--- src/pse_fault_remap_defs.svh ---
// Constants for the turn-on fault cause and port remap register block
`ifndef PSE_FAULT_REMAP_DEFS_SVH
`define PSE_FAULT_REMAP_DEFS_SVH
`define CMD_FAULT_READ      8'h24
`define CMD_FAULT_CLEAR     8'h25
`define CMD_PORT_REMAP      8'h26
`define REMAP_RESET         8'hE4
`define FAULT_RESET         8'h00
`define CAUSE_NONE          2'h0
`define CAUSE_DETECT        2'h1
`define CAUSE_CLASS         2'h2
`define CAUSE_POWER         2'h3
`define REG_ZERO            8'h00
`define CAUSE_W             2
`define REMAP_FIELDS        4
`endif

--- src/pse_fault_remap_pkg.sv ---
// Types shared by the fault cause and port remap block
package pse_fault_remap_pkg;
	typedef enum logic [2:0] {
		ST_IDLE  = 3'b001,
		ST_WRITE = 3'b010,
		ST_READ  = 3'b100
	} cmd_state_t;
endpackage

--- src/pse_fault_remap.sv ---
// Turn-on fault cause and logical-to-physical remap registers of one four-channel group
// Contract
// - Failed turn-on latches two-bit cause code
// - Channel switched off clears its cause
// - Codes: none, detect, class, insufficient power
// - Report cause only if enable-change flag clear
// - Allocation refusal reports insufficient power code
// - Dual-signature pair channels update separately
// - Single-signature pair channels update together
// - Remap write ignored unless group all off
// - Two-bit field selects physical channel
// - Power-on remap value is identity mapping
// - Remap contents survive reset pin assertion
// - Duplicate physical codes discard remap write
`include "pse_fault_remap_defs.svh"
module pse_fault_remap #(
	parameter int N_CH = 4
) (
	input  wire logic             i_clk,
	input  wire logic             i_reset,
	input  wire logic             i_por,
	input  wire logic             i_cmd_valid,
	input  wire logic             i_cmd_write,
	input  wire logic [7:0]       i_cmd_code,
	input  wire logic [7:0]       i_cmd_data,
	input  wire logic [N_CH-1:0]  i_ch_off,
	input  wire logic [N_CH-1:0]  i_turn_off,
	input  wire logic [N_CH-1:0]  i_start_fail,
	input  wire logic [N_CH-1:0]  i_detect_bad,
	input  wire logic [N_CH-1:0]  i_class_bad,
	input  wire logic [N_CH-1:0]  i_power_denied,
	input  wire logic [N_CH-1:0]  i_power_enable_change_flag,
	input  wire logic [1:0]       i_four_pair,
	input  wire logic [1:0]       i_single_signature,
	output logic      [7:0]       o_rd_data,
	output logic                  o_rd_valid,
	output logic      [7:0]       o_port_remap_control,
	output logic      [7:0]       o_turn_on_fault_cause
);

	pse_fault_remap_pkg::cmd_state_t state;
	pse_fault_remap_pkg::cmd_state_t next_state;
	logic [7:0] port_remap_control;
	logic [7:0] next_port_remap_control;
	logic [7:0] turn_on_fault_cause;
	logic [7:0] next_turn_on_fault_cause;
	logic [7:0] rd_data;
	logic [7:0] next_rd_data;
	logic       rd_valid;
	logic       next_rd_valid;
	logic [7:0] cmd_code;
	logic [7:0] next_cmd_code;
	logic [7:0] cmd_data;
	logic [7:0] next_cmd_data;

	// Cause code for one channel; allocation refusal outranks the others
	function automatic logic [1:0] cause_of(input logic det, input logic cls, input logic pwr);
		logic [1:0] c;
		c = `CAUSE_NONE;
		if (pwr) begin
			c = `CAUSE_POWER;
		end else if (cls) begin
			c = `CAUSE_CLASS;
		end else if (det) begin
			c = `CAUSE_DETECT;
		end
		return c;
	endfunction

	// One two-bit field of a packed register, lowest field at index zero
	function automatic logic [1:0] field_of(input logic [7:0] v, input int idx);
		return v[`CAUSE_W*idx +: `CAUSE_W];
	endfunction

	// True when no two fields share a physical code; a duplicate would leave a channel unreachable
	function automatic logic remap_unique(input logic [7:0] v);
		logic ok;
		ok = 1'b1;
		for (int a = 0; a < `REMAP_FIELDS; a++) begin
			for (int b = a + 1; b < `REMAP_FIELDS; b++) begin
				if (field_of(v, a) == field_of(v, b)) begin
					ok = 1'b0;
				end
			end
		end
		return ok;
	endfunction

	// True when every channel of the group is off; remapping a live channel would move its power
	function automatic logic group_all_off(input logic [N_CH-1:0] off);
		return &off;
	endfunction

	// Command decode: a request is taken, then acted on the next cycle
	always_comb begin
		next_state    = pse_fault_remap_pkg::ST_IDLE;
		next_cmd_code = cmd_code;
		next_cmd_data = cmd_data;
		case (state)
			pse_fault_remap_pkg::ST_IDLE,
			pse_fault_remap_pkg::ST_WRITE,
			pse_fault_remap_pkg::ST_READ: begin
				if (i_cmd_valid) begin
					next_cmd_code = i_cmd_code;
					next_cmd_data = i_cmd_data;
					next_state    = i_cmd_write ? pse_fault_remap_pkg::ST_WRITE : pse_fault_remap_pkg::ST_READ;
				end
			end
			default: begin
				next_state = pse_fault_remap_pkg::ST_IDLE;
			end
		endcase
	end

	// Read answers; the clear-on-read view empties the cause register
	always_comb begin
		next_rd_data  = rd_data;
		next_rd_valid = 1'b0;
		if (state == pse_fault_remap_pkg::ST_READ) begin
			next_rd_valid = 1'b1;
			case (cmd_code)
				`CMD_FAULT_READ,
				`CMD_FAULT_CLEAR: next_rd_data = turn_on_fault_cause;
				`CMD_PORT_REMAP:  next_rd_data = port_remap_control;
				default:          next_rd_data = `REG_ZERO;
			endcase
		end
	end

	// Fault cause update; a new fault wins over clear-on-read in the same cycle
	always_comb begin
		logic [N_CH-1:0] hit;
		logic [1:0]      code [N_CH];
		logic            clear_hit;
		hit       = '0;
		clear_hit = state == pse_fault_remap_pkg::ST_READ && cmd_code == `CMD_FAULT_CLEAR;
		for (int k = 0; k < N_CH; k++) begin
			code[k] = `CAUSE_NONE;
		end
		next_turn_on_fault_cause = turn_on_fault_cause;
		if (clear_hit) begin
			next_turn_on_fault_cause = `FAULT_RESET;
		end
		for (int k = 0; k < N_CH; k++) begin
			hit[k]  = i_start_fail[k] && !i_power_enable_change_flag[k];
			code[k] = cause_of(i_detect_bad[k], i_class_bad[k], i_power_denied[k]);
		end
		for (int p = 0; p < N_CH / 2; p++) begin
			if (i_four_pair[p] && i_single_signature[p]) begin
				if (hit[2*p] || hit[2*p+1]) begin
					code[2*p]   = hit[2*p] ? code[2*p] : code[2*p+1];
					code[2*p+1] = code[2*p];
					hit[2*p]    = 1'b1;
					hit[2*p+1]  = 1'b1;
				end
			end
		end
		for (int k = 0; k < N_CH; k++) begin
			if (hit[k]) begin
				next_turn_on_fault_cause[`CAUSE_W*k +: `CAUSE_W] = code[k];
			end
			if (i_turn_off[k]) begin
				next_turn_on_fault_cause[`CAUSE_W*k +: `CAUSE_W] = `CAUSE_NONE;
			end
		end
	end

	// Remap write with its guards; a refused write gives no indication
	always_comb begin
		logic write_hit;
		logic write_ok;
		write_hit = state == pse_fault_remap_pkg::ST_WRITE && cmd_code == `CMD_PORT_REMAP;
		write_ok  = group_all_off(i_ch_off) && remap_unique(cmd_data);
		next_port_remap_control = port_remap_control;
		if (write_hit && write_ok) begin
			next_port_remap_control = cmd_data;
		end
	end

	// Remap survives the reset pin; only power-on restores identity
	always_ff @(posedge i_clk or posedge i_por) begin
		if (i_por) begin
			port_remap_control <= `REMAP_RESET;
		end else begin
			port_remap_control <= next_port_remap_control;
		end
	end

	// Remaining state clears on the reset pin
	always_ff @(posedge i_clk or posedge i_reset) begin
		if (i_reset) begin
			state               <= pse_fault_remap_pkg::ST_IDLE;
			turn_on_fault_cause <= `FAULT_RESET;
			rd_data             <= `REG_ZERO;
			rd_valid            <= 1'b0;
			cmd_code            <= `REG_ZERO;
			cmd_data            <= `REG_ZERO;
		end else begin
			state               <= next_state;
			turn_on_fault_cause <= next_turn_on_fault_cause;
			rd_data             <= next_rd_data;
			rd_valid            <= next_rd_valid;
			cmd_code            <= next_cmd_code;
			cmd_data            <= next_cmd_data;
		end
	end

	// Outputs come straight from the registers
	assign o_rd_data             = rd_data;
	assign o_rd_valid            = rd_valid;
	assign o_port_remap_control  = port_remap_control;
	assign o_turn_on_fault_cause = turn_on_fault_cause;

endmodule

--- config.mk ---
export PLATFORM = sky130hd
export DESIGN_NAME = pse_fault_remap
export DESIGN_NICKNAME = d
export VERILOG_FILES = /design/src/pse_fault_remap_pkg.sv /design/src/pse_fault_remap.sv
export VERILOG_INCLUDE_DIRS = /design/src /design/src/src
export SDC_FILE = /design/constraint.sdc
export NUM_CORES = 1
export LEC_CHECK = 0
export BUFFER_PORTS_ARGS = -buffer_cell sky130_fd_sc_hd__buf_4
export CORE_MARGIN = 3
export CORE_UTILIZATION = 45
export DETAILED_ROUTE_END_ITERATION = 7
export GPL_TIMING_DRIVEN = 0
export PLACE_DENSITY_LB_ADDON = 0.3
export SLEW_MARGIN = 10
export SYNTH_ARGS = -nofsm -noshare
export SYNTH_HDL_FRONTEND = slang
export SYNTH_SLANG_ARGS = --single-unit
--- constraint.sdc ---
create_clock -name i_clk -period 2.69 [get_ports i_clk]
set_clock_uncertainty 0.05 [all_clocks]
set_input_delay 0.1345 -clock i_clk [delete_from_list [all_inputs] [get_ports i_clk]]
set_output_delay 0.1345 -clock i_clk [all_outputs]
set_load 0.05 [all_outputs]
==> impl_results.html <==
<table>
<tr><th>Metric</th><th>Value</th></tr>
<tr><th colspan="2">Status</th></tr>
<tr><td>Status</td><td>completed</td></tr>
<tr><th colspan="2">Floorplanning</th></tr>
<tr><td>Horizontal die dimension</td><td>74.3 um</td></tr>
<tr><td>Num rows</td><td>24</td></tr>
<tr><td>Floorplan Core Area</td><td>about 4400 um2</td></tr>
<tr><td>Die Span Y</td><td>74.3 um</td></tr>
<tr><td>Number of primary I/O pins</td><td>78</td></tr>
<tr><td>Initial core utilization</td><td>between 40% and 50%</td></tr>
<tr><td>Die area</td><td>~5500 um2</td></tr>
<tr><th colspan="2">GRT</th></tr>
<tr><td>Number of antenna violations at the first check in global routing</td><td>0</td></tr>
<tr><td>GR Util All Layers</td><td>about a fifth</td></tr>
<tr><td>Overall overflow remaining after global route</td><td>0</td></tr>
<tr><td>Wire length of the first global-routing pass</td><td>about 8000 um</td></tr>
<tr><td>Largest net degree at the start of global routing</td><td>37</td></tr>
<tr><td>Number of global-route vias before repair</td><td>~1800</td></tr>
<tr><th colspan="2">Pwr</th></tr>
<tr><td>Maximum vdd ir drop</td><td>0.404 mV</td></tr>
<tr><td>Total power density per cell area</td><td>830 nW/um2</td></tr>
<tr><td>Leakage component of the power</td><td>roughly 1.4 nW</td></tr>
<tr><th colspan="2">STA</th></tr>
<tr><td>Final number of max-transition violations</td><td>0</td></tr>
<tr><td>Final hold viol count</td><td>0</td></tr>
<tr><td>Unrepaired setup endpoints after global routing</td><td>false</td></tr>
<tr><td>Final Critical Period</td><td>2.31 ns</td></tr>
<tr><td>Setup TNS</td><td>0 ns</td></tr>
<tr><td>Timing-limited maximum frequency</td><td>0.432 GHz</td></tr>
<tr><td>Minimum setup slack in the final design</td><td>roughly 0.38 ns</td></tr>
<tr><td>Share of the clock period used by the worst path</td><td>a little under nine tenths</td></tr>
<tr><td>Worst Tran Pin Value</td><td>about 0.8 ns</td></tr>
<tr><td>Setup violations, final</td><td>0</td></tr>
<tr><td>Worst max-slew margin expressed relative to the limit</td><td>between 40% and 50%</td></tr>
<tr><th colspan="2">Clock tree</th></tr>
<tr><td>Clk sinks</td><td>44</td></tr>
<tr><td>Clock latency reported for the late side of the worst-skew pair</td><td>~0.30 ns</td></tr>
<tr><td>CTS H-Tree Depth</td><td>2</td></tr>
<tr><td>Clock-pin slew reported for the worst setup and hold paths after clock tree synthesis</td><td>0.08 ns</td></tr>
<tr><td>TritonCTS clock tree</td><td>built</td></tr>
<tr><td>TritonCTS buffer count</td><td>5</td></tr>
<tr><td>Cell at the root of the clock tree</td><td>sky130_fd_sc_hd__clkbuf_8</td></tr>
<tr><td>Post-CTS setup-driven buffer insertion count</td><td>0</td></tr>
<tr><td>Max clock buf depth</td><td>2</td></tr>
<tr><th colspan="2">Worst setup path</th></tr>
<tr><td>Req. time, crit path</td><td>2.83 ns</td></tr>
<tr><td>CP arrival</td><td>~2.5 ns</td></tr>
<tr><td>Slowest stage cell on the critical path</td><td>sky130_fd_sc_hd__nor4b_1</td></tr>
<tr><td>Critical path fanouts, max</td><td>8</td></tr>
<tr><td>Endpoint type of the worst setup path</td><td>flop</td></tr>
<tr><td>Classification of the worst setup path</td><td>reg2reg</td></tr>
<tr><td>CP max stage delay</td><td>0.59 ns</td></tr>
<tr><td>Reg2reg setup slack</td><td>0.38 ns</td></tr>
<tr><td>Cell chain of the critical path</td><td>nor4b_1 &gt; o211ai_1 &gt; nor4_4 &gt; mux2_2</td></tr>
<tr><td>Category of the worst setup path launch point</td><td>flop</td></tr>
<tr><th colspan="2">Cells and area</th></tr>
<tr><td>Layout cells sized above 1</td><td>43.4%</td></tr>
<tr><td>Non-filler instance count after layout</td><td>324</td></tr>
<tr><td>Number of fillers in the final layout</td><td>368</td></tr>
<tr><td>Post-route cell area</td><td>roughly 3000 um2</td></tr>
<tr><td>Area overhead of the layout relative to synthesis</td><td>39.1%</td></tr>
<tr><td>Nets</td><td>~320</td></tr>
<tr><td>Utilization after layout</td><td>approximately 66%</td></tr>
<tr><td>Antenna cells</td><td>0</td></tr>
<tr><th colspan="2">Drt</th></tr>
<tr><td>WL final</td><td>5000 um</td></tr>
<tr><td>Routed length per placed instance</td><td>between 15 and 20 um</td></tr>
<tr><td>Vias after detailed routing</td><td>roughly 1800</td></tr>
<tr><td>Number of DRC violations after detailed-routing iteration 0</td><td>53</td></tr>
<tr><td>Post-DRT Antenna Nets</td><td>0</td></tr>
<tr><td>First-pass DRT Iterations</td><td>4</td></tr>
<tr><td>Number of design rule violations left after detail routing</td><td>0</td></tr>
<tr><td>Per-cell via count in the routed design</td><td>approximately 5.4</td></tr>
<tr><th colspan="2">Synth</th></tr>
<tr><td>Yosys warnings</td><td>0</td></tr>
<tr><td>Number of instances in the synthesized netlist</td><td>180</td></tr>
<tr><td>Synth unique cells</td><td>30</td></tr>
<tr><td>Area contributors post-synth</td><td>sky130_fd_sc_hd__dfrtp_1 46%, sky130_fd_sc_hd__mux2_2 13%, sky130_fd_sc_hd__dfstp_2 6.3%, sky130_fd_sc_hd__a21oi_1 4.8%, sky130_fd_sc_hd__xor2_1 4.2%</td></tr>
<tr><td>Syn Nets</td><td>233</td></tr>
<tr><td>Post-Synthesis Mean Instance Area</td><td>11.7 um2</td></tr>
<tr><td>Dominant cell type by area after synthesis</td><td>sky130_fd_sc_hd__dfrtp_1</td></tr>
<tr><td>Synthesis-stage register bit count</td><td>44</td></tr>
<tr><td>Seq/Total Area, Yosys</td><td>52.7%</td></tr>
<tr><td>Post-synthesis instance area</td><td>around 2100 um2</td></tr>
<tr><td>Share of the synthesized area in the top cell type</td><td>46.5%</td></tr>
<tr><th colspan="2">Placement</th></tr>
<tr><td>Placed Cells</td><td>309</td></tr>
<tr><td>Final weighted congestion in routability-driven placement</td><td>0.790</td></tr>
<tr><td>Setup Slack @ Placement</td><td>between 0.3 and 0.4 ns</td></tr>
<tr><td>Post-DP HPWL</td><td>roughly 3800 um</td></tr>
<tr><td>Dpl cell area</td><td>2740 um2</td></tr>
<tr><td>Number of buffers inserted by port buffering</td><td>77</td></tr>
<tr><th colspan="2">Run</th></tr>
<tr><td>Number of violations of the max-capacitance limit</td><td>0</td></tr>
<tr><th colspan="2">Min path</th></tr>
<tr><td>Class of the tightest hold or removal check</td><td>in2reg</td></tr>
</table>
path summary, 6_finish.rpt:
check	startpoint	to	cells after the start
worst max-delay path	cmd_code[7]	o_port_remap_control[4]	4
worst min-delay path	i_cmd_data[5]	cmd_data[5]	2
worst max register to register	cmd_code[7]	o_port_remap_control[4]	4
worst min register to register	cmd_code[7]	cmd_code[7]	1
max in group asynchronous	i_reset	o_turn_on_fault_cause[3]	3
min in group asynchronous	i_por	o_port_remap_control[0]	3
cell usage after synthesis:
library cell               number
sky130_fd_sc_hd__nor3b_1        1
sky130_fd_sc_hd__inv_1          7
sky130_fd_sc_hd__nand2b_1       6
sky130_fd_sc_hd__mux2i_1        4
sky130_fd_sc_hd__a21oi_1       20
sky130_fd_sc_hd__clkbuf_1       2
sky130_fd_sc_hd__o21ai_0        4
sky130_fd_sc_hd__nand4b_1       5
sky130_fd_sc_hd__xor2_1        10
sky130_fd_sc_hd__and2_1         2
sky130_fd_sc_hd__buf_2          1
sky130_fd_sc_hd__nor2_1        13
sky130_fd_sc_hd__nor4_4         1
sky130_fd_sc_hd__a2111o_1       1
sky130_fd_sc_hd__xnor2_1        3
sky130_fd_sc_hd__dfstp_2        5
sky130_fd_sc_hd__nor3b_2        1
sky130_fd_sc_hd__nand4_1        9
sky130_fd_sc_hd__o211ai_1       1
sky130_fd_sc_hd__a21o_1         2
sky130_fd_sc_hd__dfrtp_1       39
sky130_fd_sc_hd__clkbuf_2       1
sky130_fd_sc_hd__nand2_1        1
sky130_fd_sc_hd__nor4b_1        1
sky130_fd_sc_hd__a22oi_1        8
sky130_fd_sc_hd__o21ai_1        1
sky130_fd_sc_hd__o22ai_1        2
sky130_fd_sc_hd__nor4bb_1       1
sky130_fd_sc_hd__o31ai_1        4
sky130_fd_sc_hd__mux2_2        24
worst max-delay path, delay by kind of cell, from the launching register on:
family             cells  cell delay, ns
and+or+nand+nor        2            1.13
muxes                  1            0.40
DFF                    1            0.38
AOI/OAI and AO/OA      1            0.25
layout make-up:
class                           count  area [um2]  share of cell area, %
Sequential cell                    44        1110                   37.9
Multi-Input combinational cell    125         948                   32.5
Timing Repair Buffer               84         648                   22.2
Clock buffer                        6        72.6                   2.49
Tap cell                           52        65.1                   2.23
Clock inverter                      2        35.0                   1.20
Inverter                            7        26.3                  0.900
Buffer                              4        17.5                  0.600
metrics by stage:
stage / hold WS (ns) / power, mW
6_report: 0.0148 / 2.42
5_1_grt: 0.00890 / 2.55
4_1_cts: 0.00888 / 2.44
3_5_place_dp: 0.0577 / 1.94
3_3_place_gp: 0.0489 / 1.91
2_1_floorplan: -0.103 / 1.64
timing repair:
action / in CTS / in global routing
gates resized for setup: 0 / 0
hold buffers: 7 / 0
endpoints found under the hold margin: 51 / 0
routing by layer:
metal	GRT usage, %	wire length, um	up-vias
met2	33.4	2530	52
li1	-	-	846
met1	23.1	2110	860
met4	4.74	62	0
met3	5.81	307	7
met5	0	0	-
power breakdown:
group / switching [mW] / total (mW) / internal, mW
registers: 0.188 / 1.04 / 0.848
clock network: 0.215 / 0.491 / 0.275
logic: 0.506 / 0.897 / 0.391
state kept, by name, indices dropped and copies added (netlist names):
signal and count:
o_rd_data 8, cmd_code 8, o_turn_on_fault_cause 8, o_port_remap_control 8
cmd_data 8, state 3, o_rd_valid 1
cell usage in the layout (no fill, tap or decap), drive strengths merged, types with 3 or more instances in the layout:
| cell | instances |
|---|---|
| o21ai | 5 |
| buf | 78 |
| dfrtp | 39 |
| dfstp | 5 |
| nand4 | 9 |
| a22oi | 8 |
| nor2 | 13 |
| o31ai | 4 |
| nand4b | 5 |
| clkbuf | 9 |
| xnor2 | 3 |
| nand2b | 6 |
| xor2 | 10 |
| dlygate4sd3 | 7 |
| inv | 7 |
| a21oi | 20 |
| mux2 | 24 |
| mux2i | 4 |
cells by family after synthesis:
group,count (synthesis),synth area share (%)
multiplexers,28,14.8
flip-flops,44,52.7
buffers and inverters,11,2.09
XOR/XNOR,13,5.42
AND/OR/NAND/NOR,41,12.5
AO/OA/AOI/OAI,43,12.5
Note: power is estimated with default switching activity, not from simulation.
